File: src/core/ect_pkg.sv
/*
  constants for the eight-bit compare timer: register offsets, mode register
  field positions, reset values, clock-select and mode codes.
  assumes a byte-wide internal register port with 16-bit addresses.
*/
package ect_pkg;
  localparam int unsigned ect_addr_w = 16;
  localparam int unsigned ect_data_w = 8;

  // register offsets
  localparam logic [15:0] ect_mode_off = 16'hff69;
  localparam logic [15:0] ect_prim_off = 16'hff6a;
  localparam logic [15:0] ect_sec_off = 16'hff6b;
  localparam logic [15:0] ect_cnt_off = 16'hff6e;

  // reset values
  localparam logic [7:0] ect_mode_rst = 8'h00;
  localparam logic [7:0] ect_prim_rst = 8'h00;
  localparam logic [7:0] ect_sec_rst = 8'h00;

  // mode register fields
  localparam int unsigned ect_run_bit = 7;
  localparam int unsigned ect_cks_hi = 6;
  localparam int unsigned ect_cks_lo = 4;
  localparam int unsigned ect_md_hi = 3;
  localparam int unsigned ect_md_lo = 2;
  localparam int unsigned ect_lev_bit = 1;
  localparam int unsigned ect_oen_bit = 0;

  // clock-select codes
  localparam logic [2:0] ect_cks_div1 = 3'h0;
  localparam logic [2:0] ect_cks_div2 = 3'h1;
  localparam logic [2:0] ect_cks_div4 = 3'h2;
  localparam logic [2:0] ect_cks_div64 = 3'h3;
  localparam logic [2:0] ect_cks_div1024 = 3'h4;
  localparam logic [2:0] ect_cks_evc0 = 3'h5;

  // prescaler tap widths (log2 of each division)
  localparam int unsigned ect_pre_w = 10;
  localparam int unsigned ect_log_div2 = 1;
  localparam int unsigned ect_log_div4 = 2;
  localparam int unsigned ect_log_div64 = 6;
  localparam int unsigned ect_log_div1024 = 10;

  // operating modes
  localparam logic [1:0] ect_md_interval = 2'h0;
  localparam logic [1:0] ect_md_carrier = 2'h1;
  localparam logic [1:0] ect_md_pwm = 2'h2;

  typedef enum logic [1:0] {
    ect_mode_interval,
    ect_mode_carrier,
    ect_mode_pwm,
    ect_mode_bad
  } ect_mode_t;
endpackage : ect_pkg

File: src/core/ect_clk_sel.sv
/*
  count-clock enable generator: prescaler taps of the core clock and the
  rising edge of event counter zero's output, picked by the select field.
  assumes the event counter output is synchronous to core_clk.
*/
`timescale 1ns/1ns
module ect_clk_sel (
  input wire logic core_clk,
  input wire logic rst_b,
  input wire logic [2:0] clk_sel,
  input wire logic event_counter_zero,
  output logic count_tick
);
  import ect_pkg::*;

  logic [ect_pre_w-1:0] prescale;
  logic evc_prev;
  logic next_tick;

  // free-running prescaler; taps are taken where the low bits are all ones
  always_ff @(posedge core_clk or negedge rst_b) begin
    if (!rst_b) begin
      prescale <= '0;
      evc_prev <= 1'b0;
    end else begin
      prescale <= prescale + 1'b1;
      evc_prev <= event_counter_zero;
    end
  end

  // select the tap; prohibited codes give no tick so the counter just holds
  always_comb begin
    unique case (clk_sel)
      ect_cks_div1: next_tick = 1'b1;
      ect_cks_div2: next_tick = &prescale[ect_log_div2-1:0];
      ect_cks_div4: next_tick = &prescale[ect_log_div4-1:0];
      ect_cks_div64: next_tick = &prescale[ect_log_div64-1:0];
      ect_cks_div1024: next_tick = &prescale[ect_log_div1024-1:0];
      ect_cks_evc0: next_tick = event_counter_zero & ~evc_prev;
      default: next_tick = 1'b0;
    endcase
  end

  // registered so the timer sees a clean one-cycle enable
  always_ff @(posedge core_clk or negedge rst_b) begin
    if (!rst_b) begin
      count_tick <= 1'b0;
    end else begin
      count_tick <= next_tick;
    end
  end
endmodule : ect_clk_sel

File: src/core/ect_timer.sv
/*
  one channel of the eight-bit compare timer: mode register, primary and
  secondary compare registers, counter, output flip-flop and match request.
  assumes single-cycle byte writes and reads on an internal register port;
  channel_one selects the instance that has carrier mode and an output pin.
*/
// Notes on behaviour
// primary compare matched always: raise request and toggle output (code: neither in a prohibited mode, no toggle if secondary matches same tick)
// software changes primary compare only while stopped
// reset clears both compare registers to zero
// secondary compare used only in pwm and carrier modes
// pwm: secondary match toggles output, raises no request
// carrier: secondary match raises request and clears counter
// secondary write while running is buffered until old value matches
// write colliding with secondary match leaves active value unchanged
// software rewrites secondary compare at every restart in pwm/carrier
// run bit clear stops and zeroes counter; set counts each tick
// select field picks divide 1,2,4,64,1024 or event counter zero
// mode field: 00 interval, 10 pwm, others prohibited on channel zero
// level bit sets default output level; enable bit gates the pin
// software leaves other mode bits alone while running
// event counter zero started before its toggling is enabled
// event counter zero in pwm: start first, 50% duty
// only channel one has carrier mode and an external pin
// interval: primary match requests and clears, period compare plus one
// interval: secondary register ignored entirely
// pwm: primary match clears and toggles, secondary match toggles
// output disabled: pin holds default level, toggles hidden
`timescale 1ns/1ns
module ect_timer #(
  parameter bit channel_one = 1'b0
) (
  input wire logic core_clk,
  input wire logic rst_b,
  input wire logic [ect_pkg::ect_addr_w-1:0] reg_addr,
  input wire logic [ect_pkg::ect_data_w-1:0] reg_wdata,
  input wire logic reg_wr,
  input wire logic reg_rd,
  output logic [ect_pkg::ect_data_w-1:0] reg_rdata,
  input wire logic event_counter_zero,
  output logic compare_match_irq,
  output logic timer_output,
  output logic channel_one_output_pin,
  output logic channel_one_output_oe
);
  import ect_pkg::*;

  logic [7:0] timer_mode_control;
  logic [7:0] primary_compare;
  logic [7:0] secondary_compare;
  logic [7:0] sec_active;
  logic sec_pending;
  logic [7:0] counter;
  logic toggle_ff;
  logic count_tick;
  ect_mode_t mode;
  logic run_enable;
  logic level_bit;
  logic oen_bit;
  logic match0;
  logic match1;
  logic sec_used;
  logic wr_mode;
  logic wr_prim;
  logic wr_sec;
  logic clear_cnt;
  logic toggle_now;
  logic req_now;

  assign run_enable = timer_mode_control[ect_run_bit];
  assign level_bit = timer_mode_control[ect_lev_bit];
  assign oen_bit = timer_mode_control[ect_oen_bit];
  assign wr_mode = reg_wr && (reg_addr == ect_mode_off);
  assign wr_prim = reg_wr && (reg_addr == ect_prim_off);
  assign wr_sec = reg_wr && (reg_addr == ect_sec_off);

  // decode mode; carrier exists on channel one only, so it is illegal on zero
  always_comb begin
    unique case (timer_mode_control[ect_md_hi:ect_md_lo])
      ect_md_interval: mode = ect_mode_interval;
      ect_md_pwm: mode = ect_mode_pwm;
      ect_md_carrier: mode = channel_one ? ect_mode_carrier : ect_mode_bad;
      default: mode = ect_mode_bad;
    endcase
  end

  ect_clk_sel u_clk_sel (
    .core_clk(core_clk),
    .rst_b(rst_b),
    .clk_sel(timer_mode_control[ect_cks_hi:ect_cks_lo]),
    .event_counter_zero(event_counter_zero),
    .count_tick(count_tick)
  );

  // compare events are judged on a count tick while running
  assign sec_used = (mode == ect_mode_pwm) || (mode == ect_mode_carrier);
  assign match0 = run_enable && count_tick && (counter == primary_compare);
  assign match1 = run_enable && count_tick && sec_used && (counter == sec_active);

  // per-mode effects of a match; a prohibited mode only counts and wraps
  always_comb begin
    clear_cnt = 1'b0;
    toggle_now = 1'b0;
    req_now = 1'b0;
    unique case (mode)
      ect_mode_interval: begin
        clear_cnt = match0;
        toggle_now = match0;
        req_now = match0;
      end
      ect_mode_pwm: begin
        clear_cnt = match0;
        toggle_now = match0 ^ match1;
        req_now = match0;
      end
      ect_mode_carrier: begin
        clear_cnt = match1;
        toggle_now = match0 ^ match1;
        req_now = match0 | match1;
      end
      ect_mode_bad: begin
        clear_cnt = 1'b0;
      end
    endcase
  end

  // mode register; software is trusted not to change it while running
  always_ff @(posedge core_clk or negedge rst_b) begin
    if (!rst_b) begin
      timer_mode_control <= ect_mode_rst;
    end else if (wr_mode) begin
      timer_mode_control <= reg_wdata;
    end
  end

  // primary compare; writes land at once, software only changes it stopped
  always_ff @(posedge core_clk or negedge rst_b) begin
    if (!rst_b) begin
      primary_compare <= ect_prim_rst;
    end else if (wr_prim) begin
      primary_compare <= reg_wdata;
    end
  end

  // secondary compare: written value is buffered, active copy loads when
  // stopped at once, when running only on a match of the old active value
  always_ff @(posedge core_clk or negedge rst_b) begin
    if (!rst_b) begin
      secondary_compare <= ect_sec_rst;
      sec_active <= ect_sec_rst;
      sec_pending <= 1'b0;
    end else begin
      if (wr_sec) begin
        secondary_compare <= reg_wdata;
      end
      if (wr_sec && !run_enable) begin
        sec_active <= reg_wdata;
        sec_pending <= 1'b0;
      end else if (wr_sec) begin
        sec_pending <= 1'b1;
      end else if (match1 && sec_pending) begin
        sec_active <= secondary_compare;
        sec_pending <= 1'b0;
      end
    end
  end

  // counter: cleared while stopped, counts on each selected tick
  always_ff @(posedge core_clk or negedge rst_b) begin
    if (!rst_b) begin
      counter <= 8'h00;
    end else if (!run_enable) begin
      counter <= 8'h00;
    end else if (clear_cnt) begin
      counter <= 8'h00;
    end else if (count_tick) begin
      counter <= counter + 8'h01;
    end
  end

  // output flip-flop restarts from the default level whenever stopped
  always_ff @(posedge core_clk or negedge rst_b) begin
    if (!rst_b) begin
      toggle_ff <= 1'b0;
    end else if (!run_enable) begin
      toggle_ff <= level_bit;
    end else if (toggle_now) begin
      toggle_ff <= ~toggle_ff;
    end
  end

  // pins and request; disabled output parks at the default level
  always_ff @(posedge core_clk or negedge rst_b) begin
    if (!rst_b) begin
      compare_match_irq <= 1'b0;
      timer_output <= 1'b0;
      channel_one_output_pin <= 1'b0;
      channel_one_output_oe <= 1'b0;
    end else begin
      compare_match_irq <= req_now;
      timer_output <= oen_bit ? toggle_ff : level_bit;
      channel_one_output_pin <= channel_one && (oen_bit ? toggle_ff : level_bit);
      channel_one_output_oe <= channel_one && oen_bit;
    end
  end

  // read port; unmapped addresses read as zero, secondary reads the buffer
  always_ff @(posedge core_clk or negedge rst_b) begin
    if (!rst_b) begin
      reg_rdata <= 8'h00;
    end else if (reg_rd) begin
      unique case (reg_addr)
        ect_mode_off: reg_rdata <= timer_mode_control;
        ect_prim_off: reg_rdata <= primary_compare;
        ect_sec_off: reg_rdata <= secondary_compare;
        ect_cnt_off: reg_rdata <= counter;
        default: reg_rdata <= 8'h00;
      endcase
    end
  end
endmodule : ect_timer

File: config.mk
export PLATFORM = sky130hd
export DESIGN_NAME = ect_timer
export DESIGN_NICKNAME = d
export VERILOG_FILES = /design/src/core/ect_pkg.sv /design/src/core/ect_clk_sel.sv /design/src/core/ect_timer.sv
export SDC_FILE = /design/constraint.sdc
export NUM_CORES = 1
export LEC_CHECK = 0
export ABC_AREA = 1
export CAP_MARGIN = 20
export CELL_PAD_IN_SITES_DETAIL_PLACEMENT = 1
export CELL_PAD_IN_SITES_GLOBAL_PLACEMENT = 1
export CORE_MARGIN = 10
export CORE_UTILIZATION = 33
export DETAILED_ROUTE_END_ITERATION = 16
export DONT_BUFFER_PORTS = 1
export PLACE_DENSITY = 0.58
export SYNTH_ARGS = -nofsm -noshare
export SYNTH_HDL_FRONTEND = slang
export SYNTH_HIERARCHICAL = 1
export SYNTH_SLANG_ARGS = --single-unit
File: constraint.sdc
create_clock -name core_clk -period 2 [get_ports core_clk]
set_input_delay 0.1 -clock core_clk [delete_from_list [all_inputs] [get_ports core_clk]]
set_output_delay 0.1 -clock core_clk [all_outputs]
set_load 0.005 [all_outputs]
# [Word level (Yosys, flattened, before mapping)]
# Index checks and enable logic that the tools add are counted.
[totals] register_bits=64 inputBits=29 output_inout_bits=12
[classes] addsub=2 n_eq_ne=18 muxes=18 bitwise_logic=5 n_reduce_logical=22
[ops] cell="16-bit == test, second input constant" count=4
[ops] cell="8-bit 2-to-1 mux" count=6
[ops] cell="8-bit case mux with 4 select lines" count=1
[ops] cell="8-bit == test" count=2
[ops] cell="10-bit by 1-bit adder with 10-bit output, second input constant" count=1
[ops] cell="10-bit AND reduction" count=1
[ops] cell="1-bit logical AND" count=9
[ops] cell="8-bit by 1-bit adder with 8-bit output, second input constant" count=1
[ops] cell="2-bit == test, second input constant" count=3
[ops] cell="3-bit by 2-bit == test with 1-bit output, second input constant" count=2
[ops] cell="3-bit == test, second input constant" count=2
[ops] cell="1-bit 2-to-1 mux" count=6
[ops] cell="1-bit case mux with 6 select lines" count=1
[ops] cell="6-bit AND reduction" count=1
[ops] cell="2-bit zero test" count=2
[ops] cell="2-bit by 1-bit != test with 1-bit output, second input constant" count=2
[ops] cell="1-bit case mux with 2 select lines" count=2
[ops] cell="2-bit case mux with 2 select lines" count=1
[ops] cell="2-bit AND reduction" count=2
[ops] cell="2-bit OR reduction" count=2
[ops] cell="3-bit by 1-bit == test with 1-bit output, second input constant" count=1
[ops] cell="3-bit zero test" count=1
[ops] cell="3-bit by 1-bit != test with 1-bit output, second input constant" count=1
[ops] cell="1-bit case mux with 3 select lines" count=1
[ops] cell="other kinds (9)" count=10

# [Longest topological paths before layout]
# Gate-level depths: netlist (run 1).
[depth] ltp_word=10 depth_mapped=14 depth_no_buf=13

# [Hierarchy]
# The synthesis (run 1) kept the hierarchy.
[modules_own_cells] module="ect_timer" instances=1 cells_each=417 area_each_um2=3034.2 seq_area_each_um2=1301.2
[modules_own_cells] module="ect_clk_sel" instances=1 cells_each=54 area_each_um2=544.3 seq_area_each_um2=300.3

# [Worst setup path after synthesis (run 1)]
# Ideal clock, no wire load.
[synth_timing] kind="register to register" from="register counter[0]" to="register sec_active[1]" setup_ns=0.074 t_arrival_ns=1.350 t_required_ns=1.926 slack_ns=0.576 stages_incl_launch_ff=11 synth_period_minus_slack_ns=1.424 path_cell_list="dfrtp_1 > inv_1 > nand2_1 > nand2_1 > nor2_1 > nand3_1 > nor2_1 > nand3_1 > nand2_2 > nand2_1 > o21ai_2"
[synth_between] elab_chain_cells=5
[synth_rtl] element="from (decl)" line_no="ect_timer.sv:53" text="logic [7:0] counter;"
[synth_rtl] element="from (signal assigned)" line_no="ect_timer.sv:177" text="counter <= counter + 8'h01;"
[synth_rtl] element="8-bit == test" line_no="ect_timer.sv:98" text="assign match1 = run_enable && count_tick && sec_used && (counter == sec_active);"
[synth_rtl] element="1-bit logical AND" line_no="ect_timer.sv:98"
[synth_rtl] element="1-bit logical AND" line_no="ect_timer.sv:161" text="end else if (match1 && sec_pending) begin"
[synth_rtl] element="2-bit nonzero test (no source line)"
[synth_rtl] element="2-bit AND reduction (no source line)"
[synth_rtl] element="to (signal assigned)" line_no="ect_timer.sv:150" text="sec_active <= ect_sec_rst;"
[synth_rtl] element="to (signal assigned)" line_no="ect_timer.sv:157" text="sec_active <= reg_wdata;"
[synth_rtl] element="to (signal assigned)" line_no="ect_timer.sv:162" text="sec_active <= secondary_compare;"
[synth_rtl] element="to (decl)" line_no="ect_timer.sv:51" text="logic [7:0] sec_active;"
# Every way passes these cells.
# A chain may end at the register's enable or synchronous reset.

# [Final worst setup path (run 1)]
[layout_timing] from="register counter[1]" to="register sec_active[6]"
# The elaborated chain is that of the path after synthesis.

==> metrics.cfg, run 1 <==
[outcome]
status=finished clean

[worst_setup_path]
start_kind=register
end_kind=register
cp_max_fo=8
cp_slowest_cell=dfrtp_2
ff2ff_setup_slack_ns=0.15
path_class=register to register
crit_path_max_incr_delay_ns=0.42
crit_chain=inv_1 > nand2_1 > nand2_1 > nor2_2 > nand3_1 > nor2_2 > nand3_1 > nand2_4 > nand2_1 > o21ai_2
crit_top_cell=nand2_1
crit_arrival_ns=2.13
critical_path_required_ns=2.28

[logic_synthesis]
yosysSeqAreaShare_pct=44.8
syn_inst=471
synthTopCellsByArea=dfrtp_1 45%, nand2_1 13%, o21ai_0 7.1%
synth_top_area_share_pct=44.8
syn-cell-area_sq_mm=0.00358
ys_ff_latch=64
yosys.area.top_type=dfrtp_1
synth.distinct_cells=32
yosysWarnings=6
syn_area_per_cell_sq_um=7.60

[power]
p_leak_nw=1.92
report.power.total_mw=2.61
power_density_mw_per_mm2=636
ir_drop_mv=0.231

[placement]
gp_congestion=0.916
placedCellCount=605
io_buffer_count=0
dp_hpwl_um=8980

[cells_and_area]
syn2layout_area_growth_pct=14.4
drive_above_1_share_pct=9.92
n_antenna_cell=0
post-route-util_pct=39.1
final_cell_mix=123 x nand2_1, 68 x inv_1, 62 x dfrtp_1
num-nets-final=522
final_common_cell=nand2_1
post_layout_nonfiller_instances=630

[drt]
via_per_inst=4.92
drt_wl_total_um=11300
via_count=3100
antenna_left=0
drc=0
initialDrtViolationCount=172
firstDrtPassIters=4
wire_per_inst_um=18.0

[die]
die_w_um=124
ios=41
num_rows=37
start_util_pct=34.2
dieArea_sq_mm=0.0154
die_h_um=124
core_area_sq_mm=0.0105

[timing]
hold_violations=0
fin_crit_sh_pct=92.6
final_max_slew_viol_count=0
setup-violations-final=0
fmax_ghz=0.540
rsz0062_at_grt=no
period_needed_ns=1.85
fin_skew_ns=0.0146

[clock_tree]
clockBufferDepth=2
cts_tree=yes
cts-htree-levels=3
clk_pin_slew_worst_paths_ns=0.08
clock_latency_ns=0.35
cts_buffers=9
ctsRootBufferMaster=clkbuf_8
clkSinkCount=64

[min_path]
hp-class=input pin to register

[global_route]
grt_pass1_vias=3300
grt_pass1_wl_um=18100
grt_util_all_layers_pct=15.6
grt.overflow.total=0
antenna_found_initial=0
grt_max_degree=65

[run]
max-cap-violations=0

-- worst paths after layout --
path,from,endpoint,cells past startpoint
max,counter[1],sec_active[6],10
max in group asynchronous,rst_b,secondary_compare[4],2
min,reg_wdata[2],timer_mode_control[2],2
min reg2reg,primary_compare[4],primary_compare[4],2
max reg2reg,counter[1],sec_active[6],10
min in group asynchronous,rst_b,timer_output,2
-- power breakdown --
| part | leakage (nW) | internal (mW) | switching (mW) | total (mW) |
|---|---|---|---|---|
| clock | 0.108 | 0.718 | 0.511 | 1.23 |
| sequential | 0.801 | 1.30 | 0.000580 | 1.30 |
| combinational | 1.01 | 0.0247 | 0.0559 | 0.0806 |
-- registers in the layout, summed over array words and instances, names as in the netlist --
name / cells
compare_match_irq: 1
counter: 8
primary_compare: 8
reg_rdata: 8
sec_active: 8
sec_pending: 1
secondary_compare: 8
timer_mode_control: 8
timer_output: 1
toggle_ff: 1
u_clk_sel/count_tick: 1
u_clk_sel/evc_prev: 1
u_clk_sel/prescale: 10
-- cell families after synthesis --
kind of cell,after synthesis,share of synthesized area (%)
simple gates,230,29.1
buf+inv,78,8.78
compound gates,77,11.9
flops,64,44.8
xor+xnor,19,4.65
fa+ha+maj,2,0.699
other cells,1,0.105
-- repair_timing --
action                                  4_1_cts  5_1_grt
setup buffers                                 0        0
hold buffers                                 11        0
gates resized for setup                       2        3
hold endpoints to repair                     92        0
endpoints found under the setup margin        4        4
-- routing by layer --
| layer | GRT usage, % | part of all wire [%] |
|---|---|---|
| met5 | 0 | 0 |
| met4 | 5.68 | 1.8 |
| met3 | 2.58 | 4.9 |
| met2 | 23.6 | 44 |
| met1 | 22.0 | 49 |
-- cell usage after synthesis, drive strengths merged --
cell type	number
a21oi	3
and2	1
buf	7
clkbuf	3
conb	1
dfrtp	64
ha	2
inv	68
nand2	128
nand3	37
nand3b	3
nand4	5
nor2	49
nor3	6
nor3b	1
o21ai	64
o21bai	1
o22ai	8
o31ai	1
xnor2	9
xor2	10
-- cell type report --
cell class	instances	area (sq um)
multi-input cells	330	1680
inverters	68	255
well taps	136	170
fillers	1296	6370
clock inverters	4	70.1
flip-flops and latches	64	1600
repair buffers	18	180
clock buffers	10	138
-- critical path: cells and delay by family (launching register included) --
family | cells | cell delay [ns]
and+or+nand+nor | 8 | 1.13
AOI/OAI and AO/OA | 1 | 0.06
DFF | 1 | 0.42
buffers and inverters | 1 | 0.16
-- metrics by stage --
| step | TNS [ns] | worst slack, ns | hold slack [ns] | cell area [sq um] |
|---|---|---|---|---|
| after floorplan | 0 | 0.576 | -0.196 | 3580 |
| after global placement | -0.689 | -0.191 | -0.193 | 3750 |
| after detailed placement | -0.216 | -0.0650 | -0.193 | 3750 |
| after CTS | 0 | 0.0611 | 0.0170 | 4090 |
| after global routing | 0 | 0.00792 | 0.0235 | 4090 |
| final | 0 | 0.149 | 0.0171 | 4090 |
Power figures use the tool's default switching activity.
==> run 2: changes to the inputs <==
--- a/config.mk
+++ b/config.mk
@@ -9,6 +9,7 @@
 export CAP_MARGIN = 20
 export CELL_PAD_IN_SITES_DETAIL_PLACEMENT = 1
 export CELL_PAD_IN_SITES_GLOBAL_PLACEMENT = 1
+export CORE_ASPECT_RATIO = 0.5
 export CORE_MARGIN = 10
 export CORE_UTILIZATION = 33
 export DETAILED_ROUTE_END_ITERATION = 16
==> run 2 against run 1 <==
Net effect:
- total power up 14%
- combinational power up 1%
- critical path depth unchanged
- critical path type unchanged
- first-iteration DRC count up 35%
- sequential power about the same
- die area up 1.6%
- largest power group is now the clock network
- worst hold slack better by 0.0058 ns
- largest cell class unchanged
- sequential share of layout area down 1.4 points
- clock-buffer cell count down 1
- via count up 1.8%
==> metrics.cfg, run 2 (synthesis results as in run 1) <==
[worst_setup_path]
start_kind=register  ; unchanged
crit_top_cell=nand2_1  ; unchanged
path_class=register to register  ; unchanged
crit_chain=inv_1 > nand2_1 > nand2_1 > nor2_2 > nand3_1 > nor2_2 > nand3_1 > nand2_4 > nand2_1 > o21ai_2  ; unchanged
end_kind=register  ; unchanged
cp_slowest_cell=dfrtp_1  ; was dfrtp_2
r2r_cells=10  ; unchanged
critical_path_required_ns=2.26  ; was 2.28 ns
r2r-start=counter[0]  ; was counter[1]
critPathTopFamily=simple AND/OR/NAND/NOR gates  ; unchanged
path_buf_inv=1  ; unchanged
crit_arrival_ns=2.10  ; was 2.13 ns
ff2ff_setup_slack_ns=0.17  ; was 0.15 ns
timing.rr.end=sec_active[1]  ; was sec_active[6]
cp_max_fo=8  ; unchanged
crit_path_max_incr_delay_ns=0.44  ; was 0.42 ns

[min_path]
hold_start=reg_wdata[6]  ; was reg_wdata[2]
hold_path_depth=2  ; unchanged
hp-class=input pin to register  ; unchanged
min_to=timer_mode_control[6]  ; was timer_mode_control[2]

[clock_tree]
clkSinkCount=64  ; unchanged
clockBufferDepth=2  ; unchanged
post-cts-setup-buffers=0  ; unchanged
clk_pin_slew_worst_paths_ns=0.06  ; was 0.08 ns
clock_latency_ns=0.34  ; was 0.35 ns
cts-htree-levels=3  ; unchanged
cts_tree=yes  ; unchanged
cts_buffers=9  ; unchanged
ctsRootBufferMaster=clkbuf_16  ; was clkbuf_8

[global_route]
antenna_found_initial=0  ; unchanged
grt_pass1_wl_um=19200  ; was 18100 um
grt_pass1_vias=3404  ; was 3300
grt.overflow.total=0  ; unchanged
grt_util_all_layers_pct=15.7  ; was 15.6%
grt_max_degree=65  ; unchanged

[drt]
highest_layer=met4  ; unchanged
firstDrtPassIters=4  ; unchanged
wire_per_inst_um=18.3  ; was 18.0 um
via_per_inst=4.92  ; about the same
drt_wl_total_um=11700  ; was 11300 um
antenna_left=0  ; unchanged
via_count=3157  ; was 3100
drt-met1-wl_um=6090  ; was 5600 um
met2_length_um=4730  ; was 4990 um
drc=0  ; unchanged
met3_length_um=802  ; was 551 um
initialDrtViolationCount=233  ; was 172

[die]
num_rows=26  ; was 37
core_area_sq_mm=0.0104  ; was 0.0105 sq mm
dieArea_sq_mm=0.0157  ; was 0.0154 sq mm
ios=41  ; unchanged
die_h_um=93.6  ; was 124 um
die_w_um=167  ; was 124 um
start_util_pct=34.5  ; was 34.2%

[power]
pwr-share-clk_pct=53.5  ; was 47.2%
p_seq_share_pct=43.8  ; was 49.7%
report.power.total_mw=2.96  ; was 2.61 mW
power_switching_mw=0.680  ; was 0.568 mW
p_sw_share_pct=22.9  ; was 21.8%
power_frac_comb_pct=2.8  ; was 3.1%
internal-power_mw=2.28  ; was 2.04 mW
ir_drop_mv=0.381  ; was 0.231 mV
power_density_mw_per_mm2=699  ; was 636 mW/mm^2
p_leak_nw=1.97  ; was 1.92 nW

[placement]
dp_hpwl_um=9060  ; was 8980 um
placedCellCount=614  ; was 605
dp_slack_ns=-0.0192  ; was -0.0650 ns
io_buffer_count=0  ; unchanged
gp_congestion=0.835  ; was 0.916

[cells_and_area]
regArea_sq_mm=0.00160  ; about the same
final_cell_mix=123 x nand2_1, 67 x inv_1, 63 x dfrtp_1  ; was 123 x nand2_1, 68 x inv_1, 62 x dfrtp_1
post_layout_nonfiller_instances=642  ; was 630
num-nets-final=528  ; was 522
multi_input_area_sq_mm=0.00168  ; about the same
post-route-util_pct=40.8  ; was 39.1%
largest_reg_flops=10  ; unchanged
drive_above_1_share_pct=11.4  ; was 9.92%
n_antenna_cell=0  ; unchanged
final_common_cell=nand2_1  ; unchanged
syn2layout_area_growth_pct=18.4  ; was 14.4%
fillers=1293  ; was 1296
top_register=u_clk_sel/prescale  ; unchanged

[timing]
setup-violations-final=0  ; unchanged
fin_skew_ns=0.00639  ; was 0.0146 ns
hold_violations=0  ; unchanged
rsz0062_at_grt=no  ; unchanged
fin_crit_sh_pct=91.7  ; was 92.6%
fmax_ghz=0.545  ; was 0.540 GHz
final_max_slew_viol_count=0  ; unchanged
period_needed_ns=1.83  ; was 1.85 ns
worst_slack_ns=0.166  ; was 0.149 ns

[run]
max-cap-violations=0  ; unchanged

[outcome]
status=finished clean  ; unchanged

-- run 2: cell type report --
class,count,share of cell area (%)
Sequential cell,64,37.8
Clock buffer,9,5.31
Multi-Input combinational cell,330,39.6
Timing Repair Buffer,24,5.37
Tap cell,140,4.13
Inverter,68,6.02
Clock inverter,7,1.71
-- run 2: what timing repair did --
item                                   in CTS  in global routing
resized for setup                           1                  5
cloned                                      0                  0
hold buffers                               12                  0
endpoints found under the hold margin      87                  0
setup endpoints to repair                   4                  8
-- run 2: metrics by stage --
stage               hold slack [ns]  area, sq um  setup TNS [ns]
floorplan                    -0.196         3580               0
global placement             -0.193         3790         -0.0166
detailed placement           -0.193         3790         -0.0389
CTS                          0.0184         4230               0
global route                 0.0323         4240               0
finish                       0.0229         4240               0
-- run 2: worst max-delay path by stage --
stage	startpoint	endpoint	slack (ns)	depth (start not counted)
6_report	counter[0]	sec_active[1]	0.17	10
5_1_grt	counter[0]	sec_active[3]	0.02	10
4_1_cts	u_clk_sel/count_tick	sec_active[1]	0.009	8
3_5_place_dp	counter[0]	sec_active[1]	-0.02	10
3_3_place_gp	counter[0]	sec_active[1]	-0.01	10
2_1_floorplan	counter[0]	sec_active[1]	0.58	10
-- run 2: worst register-to-register path: cells and delay by family, from the launching register on --
| kind | cells | cell delay, ns |
|---|---|---|
| AND/OR/NAND/NOR | 8 | 1.15 |
| flip-flops | 1 | 0.44 |
| buffers and inverters | 1 | 0.11 |
| AO/OA/AOI/OAI | 1 | 0.06 |
-- run 2: routing by layer --
layer / global-route usage, % / vias up
met1: 22.3 / 1524
met2: 22.3 / 71
li1: - / 1547
met5: 0 / -
met3: 4.59 / 15
met4: 4.39 / 0
-- run 2: power groups by stage --
stage	registers [mW]	logic [mW]	clock network, mW
3_5_place_dp	1.32	0.0262	0
2_1_floorplan	1.32	0.0244	0
4_1_cts	1.30	0.0849	1.62
3_3_place_gp	1.32	0.0263	0
6_report	1.30	0.0816	1.58
5_1_grt	1.30	0.0933	1.69
